[config.mk]
export PLATFORM = sky130hd
export DESIGN_NAME = memory_address_decoder
export DESIGN_NICKNAME = d
export VERILOG_FILES = /design/src/hdl/mem_decode_pkg.sv /design/src/hdl/info_rom_if.sv /design/src/hdl/info_area_rom.sv /design/src/hdl/memory_address_decoder.sv
export SDC_FILE = /design/constraint.sdc
export NUM_CORES = 1
export LEC_CHECK = 0
export BUFFER_PORTS_ARGS = -buffer_cell sky130_fd_sc_hd__buf_2
export CORE_MARGIN = 1.5
export CORE_UTILIZATION = 49
export DETAILED_ROUTE_END_ITERATION = 16
export PLACE_DENSITY = 0.85
export SYNTH_ARGS = -nofsm -noshare
export SYNTH_HDL_FRONTEND = slang
export SYNTH_SLANG_ARGS = --single-unit
[constraint.sdc]
create_clock -name i_clk -period 1.9 [get_ports i_clk]
set_input_delay 0.38 -clock i_clk [delete_from_list [all_inputs] [get_ports i_clk]]
set_output_delay 0.38 -clock i_clk [all_outputs]
set_load 0.01 [all_outputs]
[src/hdl/mem_decode_pkg.sv]
// Constants and types shared by the memory address decoder files
package mem_decode_pkg;

  // ==========================================================================
  // Widths
  localparam int unsigned REG_AW   = 12;
  localparam int unsigned PM_AW    = 16;
  localparam int unsigned DW       = 8;
  localparam int unsigned RAM_AW   = 9;
  localparam int unsigned CTL_AW   = 8;
  localparam int unsigned FLASH_AW = 14;
  localparam int unsigned INFO_AW  = 9;

  // ==========================================================================
  // Register space map
  localparam logic [11:0] RAM_BASE = 12'h000;
  localparam logic [11:0] RAM_LAST = 12'h1ff;
  localparam logic [11:0] CTL_BASE = 12'hf00;
  localparam logic [11:0] TMR_LAST = 12'hf09;
  localparam logic [11:0] GAP_LAST = 12'hf1f;
  localparam logic [11:0] PWM_BASE = 12'hf20;
  localparam logic [11:0] PWM_LAST = 12'hf29;

  // ==========================================================================
  // Program memory map
  localparam logic [15:0] OPT_LAST   = 16'h0001;
  localparam logic [15:0] RVEC_LAST  = 16'h0003;
  localparam logic [15:0] XVEC_LAST  = 16'h0007;
  localparam logic [15:0] IVEC_LAST  = 16'h003f;
  localparam logic [15:0] FLASH_LAST = 16'h3fff;
  localparam logic [15:0] INFO_BASE  = 16'hfe00;
  localparam logic [8:0]  PNUM_OFF   = 9'h040;
  localparam int unsigned PNUM_BYTES = 32;
  localparam int unsigned PNUM_CHARS = 20;
  localparam int unsigned OVL_BIT    = 7;

  // ==========================================================================
  // Data values
  localparam logic [7:0] ERASED    = 8'hff;
  localparam logic [7:0] UNDEF     = 8'h00;
  localparam logic [7:0] PAD       = 8'h00;
  localparam logic [7:0] INFO_RSVD = 8'hff;

  // ==========================================================================
  // Enumerations
  typedef enum logic [1:0] {
    PM_FETCH, PM_PROGRAM_LOAD_CONSTANT_INSTR, PM_PROGRAM_LOAD_CONSTANT_INCR_INSTR, PM_DEBUG
  } pm_kind_e;
  typedef enum logic [2:0] {
    PR_NONE, PR_OPTION, PR_RESET_VEC, PR_EXC_VEC, PR_INT_VEC, PR_CODE
  } pm_region_e;
  typedef enum logic [2:0] {RS_NONE, RS_RAM, RS_TMR, RS_PWM, RS_PERIPH, RS_UNDEF} reg_tgt_e;
  typedef enum logic [1:0] {PS_FLASH, PS_INFO, PS_ERASED} pm_src_e;

endpackage

[src/hdl/info_rom_if.sv]
// Lookup path between the decoder and the information area
`timescale 1ns/1ps
interface info_rom_if;
  logic [8:0] offset;
  logic [7:0] data;
  modport requester (output offset, input data);
  modport responder (input offset, output data);
endinterface

[src/hdl/info_area_rom.sv]
// Read-only information area with the part identification string
`timescale 1ns/1ps
module info_area_rom #(
  // Arbitrary neutral identification text, left-justified, zero padded
  parameter logic [159:0] PART_ID = {"GENERIC-MOTOR-MCU", 24'h00_0000}
) (
  info_rom_if.responder rom
);

  logic [7:0] pnum [mem_decode_pkg::PNUM_BYTES];

  // ==========================================================================
  // Identification table, characters first then zero fill
  for (genvar g = 0; g < mem_decode_pkg::PNUM_BYTES; g++) begin : g_pnum
    if (g < mem_decode_pkg::PNUM_CHARS) begin : g_chr
      assign pnum[g] = PART_ID[159-8*g -: 8];
    end else begin : g_pad
      assign pnum[g] = mem_decode_pkg::PAD;
    end
  end

  // No write path exists at all, so contents can never change
  always_comb begin
    if (rom.offset[8:5] == mem_decode_pkg::PNUM_OFF[8:5]) begin
      rom.data = pnum[rom.offset[4:0]];
    end else begin
      rom.data = mem_decode_pkg::INFO_RSVD;
    end
  end

endmodule

[src/hdl/memory_address_decoder.sv]
// Address decoder for register space, program memory and information area
`timescale 1ns/1ps

// Contract
// - 512 bytes RAM from address zero
// - F00h to FFFh decodes as control registers
// - Unassigned control reads complete, value unspecified
// - 200h to EFFh: undefined reads, writes dropped
// - Source operands read, destination operands written
// - 16KB flash; reads beyond return FFh
// - Writes to unimplemented program memory ignored
// - Options, reset, exception, interrupt vectors, code layout
// - No separate data memory space implemented
// - Page select bit 7 enables the overlay
// - Overlay covers FE00h through FFFFh
// - Load-constant reads return information bytes when overlaid
// - Debugger reads return information bytes when overlaid
// - Instruction fetches always served from flash
// - Information area is read only
// - FE40h-FE5Fh holds left-aligned zero-padded part string
// - F00-F09 timer, F20-F29 PWM, F0A-F1F unassigned
module memory_address_decoder (
  input  wire logic                     i_clk,
  input  wire logic                     i_rst,
  input  wire logic [7:0]               i_page_sel,
  input  wire logic                     i_src_rd,
  input  wire logic [11:0]              i_src_addr,
  input  wire logic                     i_dst_wr,
  input  wire logic [11:0]              i_dst_addr,
  input  wire logic [7:0]               i_dst_wdata,
  output logic                          o_reg_ack,
  output logic [7:0]                    o_reg_rdata,
  output logic                          o_ram_re,
  output logic [8:0]                    o_ram_raddr,
  output logic                          o_ram_we,
  output logic [8:0]                    o_ram_waddr,
  output logic [7:0]                    o_ram_wdata,
  input  wire logic [7:0]               i_ram_rdata,
  output logic                          o_tmr_re,
  output logic                          o_tmr_we,
  output logic                          o_pwm_re,
  output logic                          o_pwm_we,
  output logic                          o_per_re,
  output logic                          o_per_we,
  output logic [7:0]                    o_ctl_raddr,
  output logic [7:0]                    o_ctl_waddr,
  output logic [7:0]                    o_ctl_wdata,
  input  wire logic [7:0]               i_tmr_rdata,
  input  wire logic [7:0]               i_pwm_rdata,
  input  wire logic [7:0]               i_per_rdata,
  input  wire logic                     i_pm_rd,
  input  wire logic                     i_pm_wr,
  input  wire mem_decode_pkg::pm_kind_e i_pm_kind,
  input  wire logic [15:0]              i_pm_addr,
  input  wire logic [7:0]               i_pm_wdata,
  output logic                          o_pm_ack,
  output logic [7:0]                    o_pm_rdata,
  output mem_decode_pkg::pm_region_e    o_pm_region,
  output logic                          o_flash_re,
  output logic                          o_flash_we,
  output logic [13:0]                   o_flash_addr,
  output logic [7:0]                    o_flash_wdata,
  input  wire logic [7:0]               i_flash_rdata,
  input  wire logic                     i_dm_req,
  output logic                          o_dm_ack,
  output logic [7:0]                    o_dm_rdata,
  output logic                          o_ovl_en
);

  // ==========================================================================
  // State
  typedef struct packed {
    logic                       ram_re;
    logic [8:0]                 ram_raddr;
    logic                       ram_we;
    logic [8:0]                 ram_waddr;
    logic [7:0]                 ram_wdata;
    logic                       tmr_re;
    logic                       tmr_we;
    logic                       pwm_re;
    logic                       pwm_we;
    logic                       per_re;
    logic                       per_we;
    logic [7:0]                 ctl_raddr;
    logic [7:0]                 ctl_waddr;
    logic [7:0]                 ctl_wdata;
    mem_decode_pkg::reg_tgt_e   rd_tgt;
    logic                       reg_ack;
    logic [7:0]                 reg_rdata;
    logic                       pm_pend;
    mem_decode_pkg::pm_src_e    pm_src;
    logic [8:0]                 info_off;
    logic                       pm_ack;
    logic [7:0]                 pm_rdata;
    mem_decode_pkg::pm_region_e pm_region;
    logic                       flash_re;
    logic                       flash_we;
    logic [13:0]                flash_addr;
    logic [7:0]                 flash_wdata;
    logic                       dm_ack;
    logic [7:0]                 dm_rdata;
    logic                       ovl_en;
  } state_s;

  state_s state;
  state_s next_state;

  info_rom_if info ();

  info_area_rom u_info (
    .rom (info.responder)
  );

  assign info.offset = state.info_off;

  // ==========================================================================
  // Decode helpers
  function automatic mem_decode_pkg::reg_tgt_e reg_target(input logic [11:0] a);
    if (a <= mem_decode_pkg::RAM_LAST) begin
      reg_target = mem_decode_pkg::RS_RAM;
    end else if (a < mem_decode_pkg::CTL_BASE) begin
      reg_target = mem_decode_pkg::RS_UNDEF;
    end else if (a <= mem_decode_pkg::TMR_LAST) begin
      reg_target = mem_decode_pkg::RS_TMR;
    end else if (a <= mem_decode_pkg::GAP_LAST) begin
      reg_target = mem_decode_pkg::RS_UNDEF;
    end else if (a >= mem_decode_pkg::PWM_BASE && a <= mem_decode_pkg::PWM_LAST) begin
      reg_target = mem_decode_pkg::RS_PWM;
    end else begin
      // Rest of the control page belongs to the other peripherals
      reg_target = mem_decode_pkg::RS_PERIPH;
    end
  endfunction

  function automatic mem_decode_pkg::pm_region_e pm_region(input logic [15:0] a);
    if (a <= mem_decode_pkg::OPT_LAST) begin
      pm_region = mem_decode_pkg::PR_OPTION;
    end else if (a <= mem_decode_pkg::RVEC_LAST) begin
      pm_region = mem_decode_pkg::PR_RESET_VEC;
    end else if (a <= mem_decode_pkg::XVEC_LAST) begin
      pm_region = mem_decode_pkg::PR_EXC_VEC;
    end else if (a <= mem_decode_pkg::IVEC_LAST) begin
      pm_region = mem_decode_pkg::PR_INT_VEC;
    end else if (a <= mem_decode_pkg::FLASH_LAST) begin
      pm_region = mem_decode_pkg::PR_CODE;
    end else begin
      pm_region = mem_decode_pkg::PR_NONE;
    end
  endfunction

  // ==========================================================================
  // Next state
  always_comb begin
    mem_decode_pkg::reg_tgt_e wtgt;
    logic                     ovl_hit;
    wtgt       = mem_decode_pkg::RS_NONE;
    ovl_hit    = 1'b0;
    next_state = state;

    next_state.ram_re   = 1'b0;
    next_state.ram_we   = 1'b0;
    next_state.tmr_re   = 1'b0;
    next_state.tmr_we   = 1'b0;
    next_state.pwm_re   = 1'b0;
    next_state.pwm_we   = 1'b0;
    next_state.per_re   = 1'b0;
    next_state.per_we   = 1'b0;
    next_state.flash_re = 1'b0;
    next_state.flash_we = 1'b0;
    next_state.reg_ack  = 1'b0;
    next_state.pm_ack   = 1'b0;
    next_state.pm_pend  = 1'b0;
    next_state.rd_tgt   = mem_decode_pkg::RS_NONE;
    next_state.ovl_en   = i_page_sel[mem_decode_pkg::OVL_BIT];

    // Register read completes one cycle after the strobe, whatever the target
    case (state.rd_tgt)
      mem_decode_pkg::RS_NONE: begin
        next_state.reg_ack = 1'b0;
      end
      mem_decode_pkg::RS_RAM: begin
        next_state.reg_ack   = 1'b1;
        next_state.reg_rdata = i_ram_rdata;
      end
      mem_decode_pkg::RS_TMR: begin
        next_state.reg_ack   = 1'b1;
        next_state.reg_rdata = i_tmr_rdata;
      end
      mem_decode_pkg::RS_PWM: begin
        next_state.reg_ack   = 1'b1;
        next_state.reg_rdata = i_pwm_rdata;
      end
      mem_decode_pkg::RS_PERIPH: begin
        next_state.reg_ack   = 1'b1;
        next_state.reg_rdata = i_per_rdata;
      end
      default: begin
        // No error path: holes simply answer with a filler byte
        next_state.reg_ack   = 1'b1;
        next_state.reg_rdata = mem_decode_pkg::UNDEF;
      end
    endcase

    // Source operand read
    if (i_src_rd) begin
      next_state.rd_tgt = reg_target(i_src_addr);
      case (next_state.rd_tgt)
        mem_decode_pkg::RS_RAM: begin
          next_state.ram_re    = 1'b1;
          next_state.ram_raddr = i_src_addr[8:0];
        end
        mem_decode_pkg::RS_TMR: begin
          next_state.tmr_re    = 1'b1;
          next_state.ctl_raddr = i_src_addr[7:0];
        end
        mem_decode_pkg::RS_PWM: begin
          next_state.pwm_re    = 1'b1;
          next_state.ctl_raddr = i_src_addr[7:0];
        end
        mem_decode_pkg::RS_PERIPH: begin
          next_state.per_re    = 1'b1;
          next_state.ctl_raddr = i_src_addr[7:0];
        end
        default: begin
          // Holes still present their low byte, only the strobe is withheld
          next_state.ctl_raddr = i_src_addr[7:0];
        end
      endcase
    end

    // Destination operand write; holes swallow the write
    if (i_dst_wr) begin
      wtgt = reg_target(i_dst_addr);
      case (wtgt)
        mem_decode_pkg::RS_RAM: begin
          next_state.ram_we    = 1'b1;
          next_state.ram_waddr = i_dst_addr[8:0];
          next_state.ram_wdata = i_dst_wdata;
        end
        mem_decode_pkg::RS_TMR: begin
          next_state.tmr_we    = 1'b1;
          next_state.ctl_waddr = i_dst_addr[7:0];
          next_state.ctl_wdata = i_dst_wdata;
        end
        mem_decode_pkg::RS_PWM: begin
          next_state.pwm_we    = 1'b1;
          next_state.ctl_waddr = i_dst_addr[7:0];
          next_state.ctl_wdata = i_dst_wdata;
        end
        mem_decode_pkg::RS_PERIPH: begin
          next_state.per_we    = 1'b1;
          next_state.ctl_waddr = i_dst_addr[7:0];
          next_state.ctl_wdata = i_dst_wdata;
        end
        default: begin
          next_state.ram_we = 1'b0;
        end
      endcase
    end

    // Program memory answer
    if (state.pm_pend) begin
      next_state.pm_ack = 1'b1;
      case (state.pm_src)
        mem_decode_pkg::PS_FLASH:  next_state.pm_rdata = i_flash_rdata;
        mem_decode_pkg::PS_INFO:   next_state.pm_rdata = info.data;
        default:                   next_state.pm_rdata = mem_decode_pkg::ERASED;
      endcase
    end

    // Program memory read; fetches never see the overlay
    if (i_pm_rd) begin
      ovl_hit = i_page_sel[mem_decode_pkg::OVL_BIT] &&
                (i_pm_addr >= mem_decode_pkg::INFO_BASE) &&
                (i_pm_kind != mem_decode_pkg::PM_FETCH);
      next_state.pm_pend   = 1'b1;
      next_state.pm_region = pm_region(i_pm_addr);
      if (ovl_hit) begin
        next_state.pm_src   = mem_decode_pkg::PS_INFO;
        next_state.info_off = i_pm_addr[8:0];
      end else if (i_pm_addr <= mem_decode_pkg::FLASH_LAST) begin
        next_state.pm_src     = mem_decode_pkg::PS_FLASH;
        next_state.flash_re   = 1'b1;
        next_state.flash_addr = i_pm_addr[13:0];
      end else begin
        next_state.pm_src = mem_decode_pkg::PS_ERASED;
      end
    end

    // Only implemented flash takes a write; overlay and holes ignore it
    if (i_pm_wr && i_pm_addr <= mem_decode_pkg::FLASH_LAST) begin
      next_state.flash_we    = 1'b1;
      next_state.flash_addr  = i_pm_addr[13:0];
      next_state.flash_wdata = i_pm_wdata;
    end

    // No data memory behind the data space; requests are acknowledged empty
    next_state.dm_ack   = i_dm_req;
    next_state.dm_rdata = mem_decode_pkg::UNDEF;
  end

  always_ff @(posedge i_clk) begin
    if (i_rst) begin
      state <= '0;
    end else begin
      state <= next_state;
    end
  end

  // ==========================================================================
  // Outputs
  assign o_reg_ack     = state.reg_ack;
  assign o_reg_rdata   = state.reg_rdata;
  assign o_ram_re      = state.ram_re;
  assign o_ram_raddr   = state.ram_raddr;
  assign o_ram_we      = state.ram_we;
  assign o_ram_waddr   = state.ram_waddr;
  assign o_ram_wdata   = state.ram_wdata;
  assign o_tmr_re      = state.tmr_re;
  assign o_tmr_we      = state.tmr_we;
  assign o_pwm_re      = state.pwm_re;
  assign o_pwm_we      = state.pwm_we;
  assign o_per_re      = state.per_re;
  assign o_per_we      = state.per_we;
  assign o_ctl_raddr   = state.ctl_raddr;
  assign o_ctl_waddr   = state.ctl_waddr;
  assign o_ctl_wdata   = state.ctl_wdata;
  assign o_pm_ack      = state.pm_ack;
  assign o_pm_rdata    = state.pm_rdata;
  assign o_pm_region   = state.pm_region;
  assign o_flash_re    = state.flash_re;
  assign o_flash_we    = state.flash_we;
  assign o_flash_addr  = state.flash_addr;
  assign o_flash_wdata = state.flash_wdata;
  assign o_dm_ack      = state.dm_ack;
  assign o_dm_rdata    = state.dm_rdata;
  assign o_ovl_en      = state.ovl_en;

  // ==========================================================================
  // Checks
  ram_write_a: assert property (@(posedge i_clk) disable iff (i_rst)
    i_dst_wr && i_dst_addr <= mem_decode_pkg::RAM_LAST
    |=> o_ram_we && o_ram_waddr == $past(i_dst_addr[8:0]))
    else $error("RAM write not issued");

  ctl_region_a: assert property (@(posedge i_clk) disable iff (i_rst)
    i_src_rd && i_src_addr >= mem_decode_pkg::CTL_BASE
    |=> !o_ram_re && o_ctl_raddr == $past(i_src_addr[7:0]))
    else $error("Control read misrouted");

  hole_read_a: assert property (@(posedge i_clk) disable iff (i_rst)
    i_src_rd && i_src_addr > mem_decode_pkg::TMR_LAST && i_src_addr <= mem_decode_pkg::GAP_LAST
    |=> !o_tmr_re && !o_pwm_re && !o_per_re ##1 o_reg_ack)
    else $error("Unassigned read did not complete");

  gap_write_a: assert property (@(posedge i_clk) disable iff (i_rst)
    i_dst_wr && i_dst_addr > mem_decode_pkg::RAM_LAST && i_dst_addr < mem_decode_pkg::CTL_BASE
    |=> !o_ram_we && !o_tmr_we && !o_pwm_we && !o_per_we)
    else $error("Gap write reached a target");

  src_dst_a: assert property (@(posedge i_clk) disable iff (i_rst)
    i_src_rd && i_dst_wr && i_src_addr <= mem_decode_pkg::RAM_LAST
    && i_dst_addr <= mem_decode_pkg::RAM_LAST
    |=> o_ram_re && o_ram_we ##1 o_reg_ack && o_reg_rdata == $past(i_ram_rdata))
    else $error("Operand read or write lost");

  erased_read_a: assert property (@(posedge i_clk) disable iff (i_rst)
    i_pm_rd && i_pm_addr > mem_decode_pkg::FLASH_LAST
    && !(i_page_sel[7] && i_pm_kind != mem_decode_pkg::PM_FETCH)
    |-> ##2 o_pm_ack && o_pm_rdata == mem_decode_pkg::ERASED)
    else $error("Unimplemented read not FFh");

  pm_write_drop_a: assert property (@(posedge i_clk) disable iff (i_rst)
    i_pm_wr && i_pm_addr > mem_decode_pkg::FLASH_LAST |=> !o_flash_we)
    else $error("Write reached missing flash");

  vector_map_a: assert property (@(posedge i_clk) disable iff (i_rst)
    i_pm_rd && i_pm_addr > mem_decode_pkg::OPT_LAST && i_pm_addr <= mem_decode_pkg::RVEC_LAST
    |=> o_pm_region == mem_decode_pkg::PR_RESET_VEC)
    else $error("Reset vector region wrong");

  no_data_mem_a: assert property (@(posedge i_clk) disable iff (i_rst)
    i_dm_req && !i_src_rd && !i_pm_rd
    |=> o_dm_ack && !o_ram_re && !o_flash_re)
    else $error("Data request touched memory");

  overlay_read_a: assert property (@(posedge i_clk) disable iff (i_rst)
    i_pm_rd && i_page_sel[7] && i_pm_addr >= mem_decode_pkg::INFO_BASE
    && i_pm_kind != mem_decode_pkg::PM_FETCH
    |=> !o_flash_re && o_ovl_en ##1 o_pm_ack && o_pm_rdata == $past(info.data))
    else $error("Overlay read not from information area");

  fetch_flash_a: assert property (@(posedge i_clk) disable iff (i_rst)
    i_pm_rd && i_pm_kind == mem_decode_pkg::PM_FETCH && i_pm_addr <= mem_decode_pkg::FLASH_LAST
    |=> o_flash_re && o_flash_addr == $past(i_pm_addr[13:0]))
    else $error("Fetch not served by flash");

endmodule

-- Word level (Yosys, flattened, before mapping)
Memory sizes are Yosys's and may differ from the RTL's.
Cells that the tools add are included.
- bits in registers: 128
- ROM bits: 256
- logic and storage cells: 131
- memories: 1
- order comparisons: 19
- equal/unequal tests: 15
- mux-type cells: 41
- bitwise operators: 5
- reduce and logical (&&, ||, !) cells: 20
- memories (memory ; words ; bits a word ; rd ports ; clocked after Yosys merged registers in ; wr ports ; RTL line ; source):
    (no name shown) ; 32 ; 8 ; 1 ; 0 ; 0 ; info_area_rom.sv:25 ; rom.data = pnum[rom.offset[4:0]];
- operators by type and width (kind ; count):
    $le 12x12->1 const B ; 6
    $mux 3 ; 17
    $mux 14 ; 3
    $pmux 8 s5 ; 1
    $ge 12x12->1 const B ; 2
    $le 12x9->1 const B ; 2
    $lt 12x12->1 const B ; 2
    $mux 8 ; 3
    $mux 23 ; 1
    $eq 3x2->1 const B ; 6
    $mux 9 ; 2
    $ge 16x16->1 const B ; 1
    $le 16x1->1 const B ; 1
    $le 16x14->1 const B ; 1
    $le 16x2->1 const B ; 1
    $le 16x3->1 const B ; 1
    $le 16x6->1 const B ; 1
    $pmux 8 s2 ; 1
    $mux 12 ; 1
    $mux 10 ; 1
    $reduce_and 2->1 ; 5
    $eq 3x1->1 const B ; 3
    $eq 3x3->1 const B ; 3
    $mux 1 ; 9
    other kinds (14) ; 26

-- Logic depth before layout (Yosys ltp)
- word-level depth: 11
- mapped depth: 6
- gate-level depth less buffers: 6

-- Modules after synthesis
A second synthesis with hierarchy kept.
- cell total of the unflattened synthesis: 651
- area, all modules: 5805.6 um^2
- by module, submodules not included (module ; instances ; cells each ; area each (um^2) ; seq. area each (um^2)):
    memory_address_decoder ; 1 ; 613 ; 5481.5 ; 2402.3
    info_area_rom ; 1 ; 38 ; 324.1 ; 0.0

-- Least setup slack after synthesis
Ideal clock, no wire load.
- path type: input to register
- start point: in i_dst_addr[11]
- end point: reg state, in the netlist o_ram_waddr[0]
- setup time: 132 ps
- arrival time: 1283 ps
- setup slack: 484 ps
- cell stages on the path: 5
- path buffers: 2
- cell sequence: or4b_1 > buf_2 > buf_6 > nand2_1 > a21oi_1
- longest elaborated chain between the ends: 10
- elaborated cells on any way between the ends: 15
- those cells by class: order compare (6); eq/ne (1); mux (6); reduce/logical (2)
- ends and longest elaborated chain (what ; RTL line ; source):
    from (decl) ; memory_address_decoder.sv:29 ; input wire logic [11:0] i_dst_addr,
    $ge 12x12->1 / $le 12x12->1 (equally long branches) ; memory_address_decoder.sv:127 ; end else if (a >= mem_decode_pkg::PWM_BASE && a <= mem_decode_pkg::PWM_LAST) begin
    $logic_and 1x1->1 ; memory_address_decoder.sv:127 ;
    $mux 3 ; memory_address_decoder.sv:127 ;
    $mux 3 ; memory_address_decoder.sv:125 ; end else if (a <= mem_decode_pkg::GAP_LAST) begin
    $mux 3 ; memory_address_decoder.sv:123 ; end else if (a <= mem_decode_pkg::TMR_LAST) begin
    $mux 3 ; memory_address_decoder.sv:121 ; end else if (a < mem_decode_pkg::CTL_BASE) begin
    $mux 3 (*) ; memory_address_decoder.sv:119 ; if (a <= mem_decode_pkg::RAM_LAST) begin
    $mux 3 (*) ; memory_address_decoder.sv:232 ; if (i_dst_wr) begin
    $eq 3x1->1 (*) ; memory_address_decoder.sv:234 ; case (wtgt)
    $reduce_and 2->1 (no line) (*) ; n/a ;
    to (signal assigned) ; memory_address_decoder.sv:306 ; state <= next_state;
    to (decl) ; memory_address_decoder.sv:105 ; state_s state;
Every way passes the cells marked *; elsewhere a longest branch is shown, timed or not. The select of a mux whose other input is x is not followed.
A chain may end at the register's enable or synchronous reset.

-- Worst setup path in the final report
- start point: reg state, in the netlist info.offset[0]
- end point: reg state, in the netlist o_pm_rdata[3]
- longest elaborated chain between the ends: 6
- ends and longest elaborated chain (what ; RTL line ; source):
    $not 5->6 (implied by the code) ; info_area_rom.sv:25 ;
    $mem_v2 32x8 ; n/a ;
    $mux 8 (implied by the code) (2 in a row) ; info_area_rom.sv:25 ;
    $mux 8 ; info_area_rom.sv:24 ; if (rom.offset[8:5] == mem_decode_pkg::PNUM_OFF[8:5]) begin
    $pmux 8 s2 ; memory_address_decoder.sv:264 ; case (state.pm_src)
Every way passes these cells. The select of a mux whose other input is x is not followed.

==> impl_metrics.toml <==
[run_status]
status = "complete, no violations"

[placement]
port_buffers = 210
place_area_um2 = 6127
dpl.hpwl_um = 9780
gp_congestion = 0.8634

[clock_tree]
htree_levels = 4
cts_buffers = 17
post_cts_resized = 0
insertion_delay_ns = 0.41
path_clk_slew_ns = 0.05
post-cts-setup-buffer-count = 0
cts_hold_buf = 0
clk_path_buf_depth = 2
root_buffer = "clkbuf_16"
cts_tree = "yes"
clock-sinks = 120

[floorplan]
start_util_pct = 49.97
die_w_um = 110.4
ios = 226
die_area_um2 = 12200
rows = 39
fp.dieH_um = 110.4
core_um2 = 11320

[worst_setup_path]
critPathKind = "register to register"
worstSetupStartpointType = "register"
cp.arrival_ns = 1.84
cp-end-kind = "register"
cp_slowest_cell = "dfxtp_1"
cp_num_buf_inv = 1
startpoint = "info.offset[0]"
crit_fanout = 6
max_stage_delay_ns = 0.43
reg2reg_slack_ns = 0.35
required_ns = 2.20
path_cells = "inv_1, ha_1, mux2i_1, mux2i_1, a21oi_1, o21ai_0"
r2r_start = "info.offset[0]"
crit_family = "flip-flops"
crit_top_cell = "mux2i_1"

[routing]
wl_um = 13390
vias_per_cell = 5.087
dr.first_iter.drc_count = 265
dr.pass1.iters = 6
vias = 4726
wl_per_cell_um = 14.41
ant_nets = 0
drc = 0

[logic_synthesis]
ys_seq_area_share_pct = 42.47
synth.distinct_cells = 49
async_flop_share_pct = 0
yosysWarnings = 0
synth_edf_count = 0
synth_flop_cell = "dfxtp_1"
ys_ff_latch = 120
syn_area_um2 = 5657
postSynthAreaPerCell_um2 = 8.636
synthCells = 655

[sta]
finClkSkew_ns = 0.01413
maxSlewHeadroom_pct = 59.91
slew_violations = 0
rsz0062_at_grt = "false"
worst_pin_slew_ns = 0.6006
fmax_mhz = 646.3
min_period_ns = 1.547
setup_viol = 0
finalCritPeriodShare_pct = 81.43
whs_ns = 0.1737
hold_viol = 0
finalSetupTns_ns = 0

[power]
powerDensity_nw_per_um2 = 963.1
p_leak_nw = 2.986
total_power_w = 0.006488
vdd_drop_max_uv = 557.0

[global_route]
gr-total-overflow = 0
grt_max_degree = 37
antenna_found_initial = 0
grt_usage_pct = 21.95
grt_pass1_wl_um = 21510
first_global_vias = 4508

[worst_hold_path]
hold_start = "i_dm_req"
worstHoldPathType = "input pin to register"

[layout]
diodes = 0
stdcell_area_um2 = 6736
area_delta_synth_final_pct = 19.09
layout-drive-gt1-share_pct = 34.61
nets = 891

[run]
maxCapViolations = 0
==> cell usage in the layout, fill, tap and decap left out, drive strengths merged, types with 3 or more instances in the layout <==
cell type	netlist	routed
and2	3	3
nor2	33	33
a21oi	69	69
o21ai	15	15
or3b	3	3
clkbuf	12	24
nand2b	42	42
conb	1	8
mux2i	32	32
inv	9	9
o32ai	5	5
nor3	9	9
a311oi	3	3
nand2	114	114
buf	118	222
clkinv	0	4
nand3b	3	3
ha	5	5
nor4	4	4
mux2	7	7
nand3	5	5
dfxtp	120	120
bufinv	0	3
a22oi	14	14
nor2b	5	5
==> Yosys cell counts (4+ instances only) <==
| cell type | count | area [um2] |
|---|---|---|
| a21oi_1 | 68 | 340.3 |
| buf_1 | 5 | 18.77 |
| o21ai_0 | 14 | 70.07 |
| ha_1 | 5 | 62.56 |
| inv_1 | 9 | 33.78 |
| buf_2 | 11 | 55.05 |
| clkbuf_1 | 12 | 45.04 |
| o32ai_1 | 5 | 43.79 |
| buf_4 | 100 | 750.7 |
| dfxtp_1 | 120 | 2402 |
| nor4_1 | 4 | 25.02 |
| a22oi_1 | 14 | 105.1 |
| mux2_2 | 7 | 78.83 |
| nor2_1 | 32 | 120.1 |
| nand2b_1 | 42 | 262.8 |
| mux2i_1 | 32 | 320.3 |
| nor3_1 | 9 | 45.04 |
| nand3_1 | 4 | 20.02 |
| nand2_1 | 114 | 427.9 |
| nor2b_1 | 5 | 31.28 |
==> routing by layer <==
layer | track usage [%] | routed length, um
met5 | 0 | 0
met1 | 25.37 | 5664
met4 | 8.974 | 272
met2 | 37.24 | 6664
met3 | 7.355 | 788
==> logic make-up after synthesis <==
kind of cell             Yosys count  share of synthesized area [%]
adder cells (fa/ha/maj)            5                          1.106
AND/OR/NAND/NOR                  233                          20.19
flip-flops                       120                          42.47
other                              1                        0.06629
buffers and inverters            139                          16.43
XOR/XNOR                           2                         0.3097
AO/OA/AOI/OAI                    115                          11.97
multiplexers                      40                          7.454
==> worst paths after layout <==
kind | endpoint | cells past startpoint
worst max-delay path | o_pm_rdata[3] | 6
worst min-delay path | o_dm_ack | 2
worst max register to register | o_pm_rdata[3] | 6
worst min register to register | o_pm_rdata[2] | 2
==> metrics by stage <==
step,utilization [%],std cells,setup slack (ns)
after floorplan,-,662,0.4845
after global placement,54.12,897,0.2925
after detailed placement,54.12,897,0.2889
after CTS,59.50,929,0.3578
after global routing,59.50,929,0.1745
final,59.50,929,0.3528
==> flip-flops by register name (all words and copies together), names as in the netlist, 3 cells and up <==
register       count
o_ram_wdata        8
o_flash_addr      14
o_ram_raddr        9
o_reg_rdata        8
o_ram_waddr        9
state              6
o_ctl_raddr        8
info.offset        9
o_ctl_wdata        8
o_pm_rdata         8
o_ctl_waddr        8
o_pm_region        3
o_flash_wdata      8
==> worst register-to-register path, delay by kind of cell, from the launching register on <==
family | cells | cell delay [ns]
flops | 1 | 0.43
fa+ha+maj | 1 | 0.35
compound gates | 2 | 0.26
mux | 2 | 0.25
buf+inv | 1 | 0.13
==> power by group <==
group	total, W	switching, W	leakage, nW	internal (W)
Clock	0.00328	0.00109	0.300	0.00219
Combinational	0.000560	0.000312	1.71	0.000249
Sequential	0.00265	0.0000441	0.976	0.00260
Total	0.00649	0.00145	2.99	0.00504
==> layout make-up <==
cell class | count | area (um2)
repair buffers | 222 | 1156
fillers | 1023 | 4584
clock buffers | 24 | 491.7
inverters | 9 | 33.78
multi-input cells | 403 | 2356
flip-flops and latches | 120 | 2402
clock inverters | 8 | 117.6
well taps | 143 | 178.9
(Power assumes the default switching activity.)
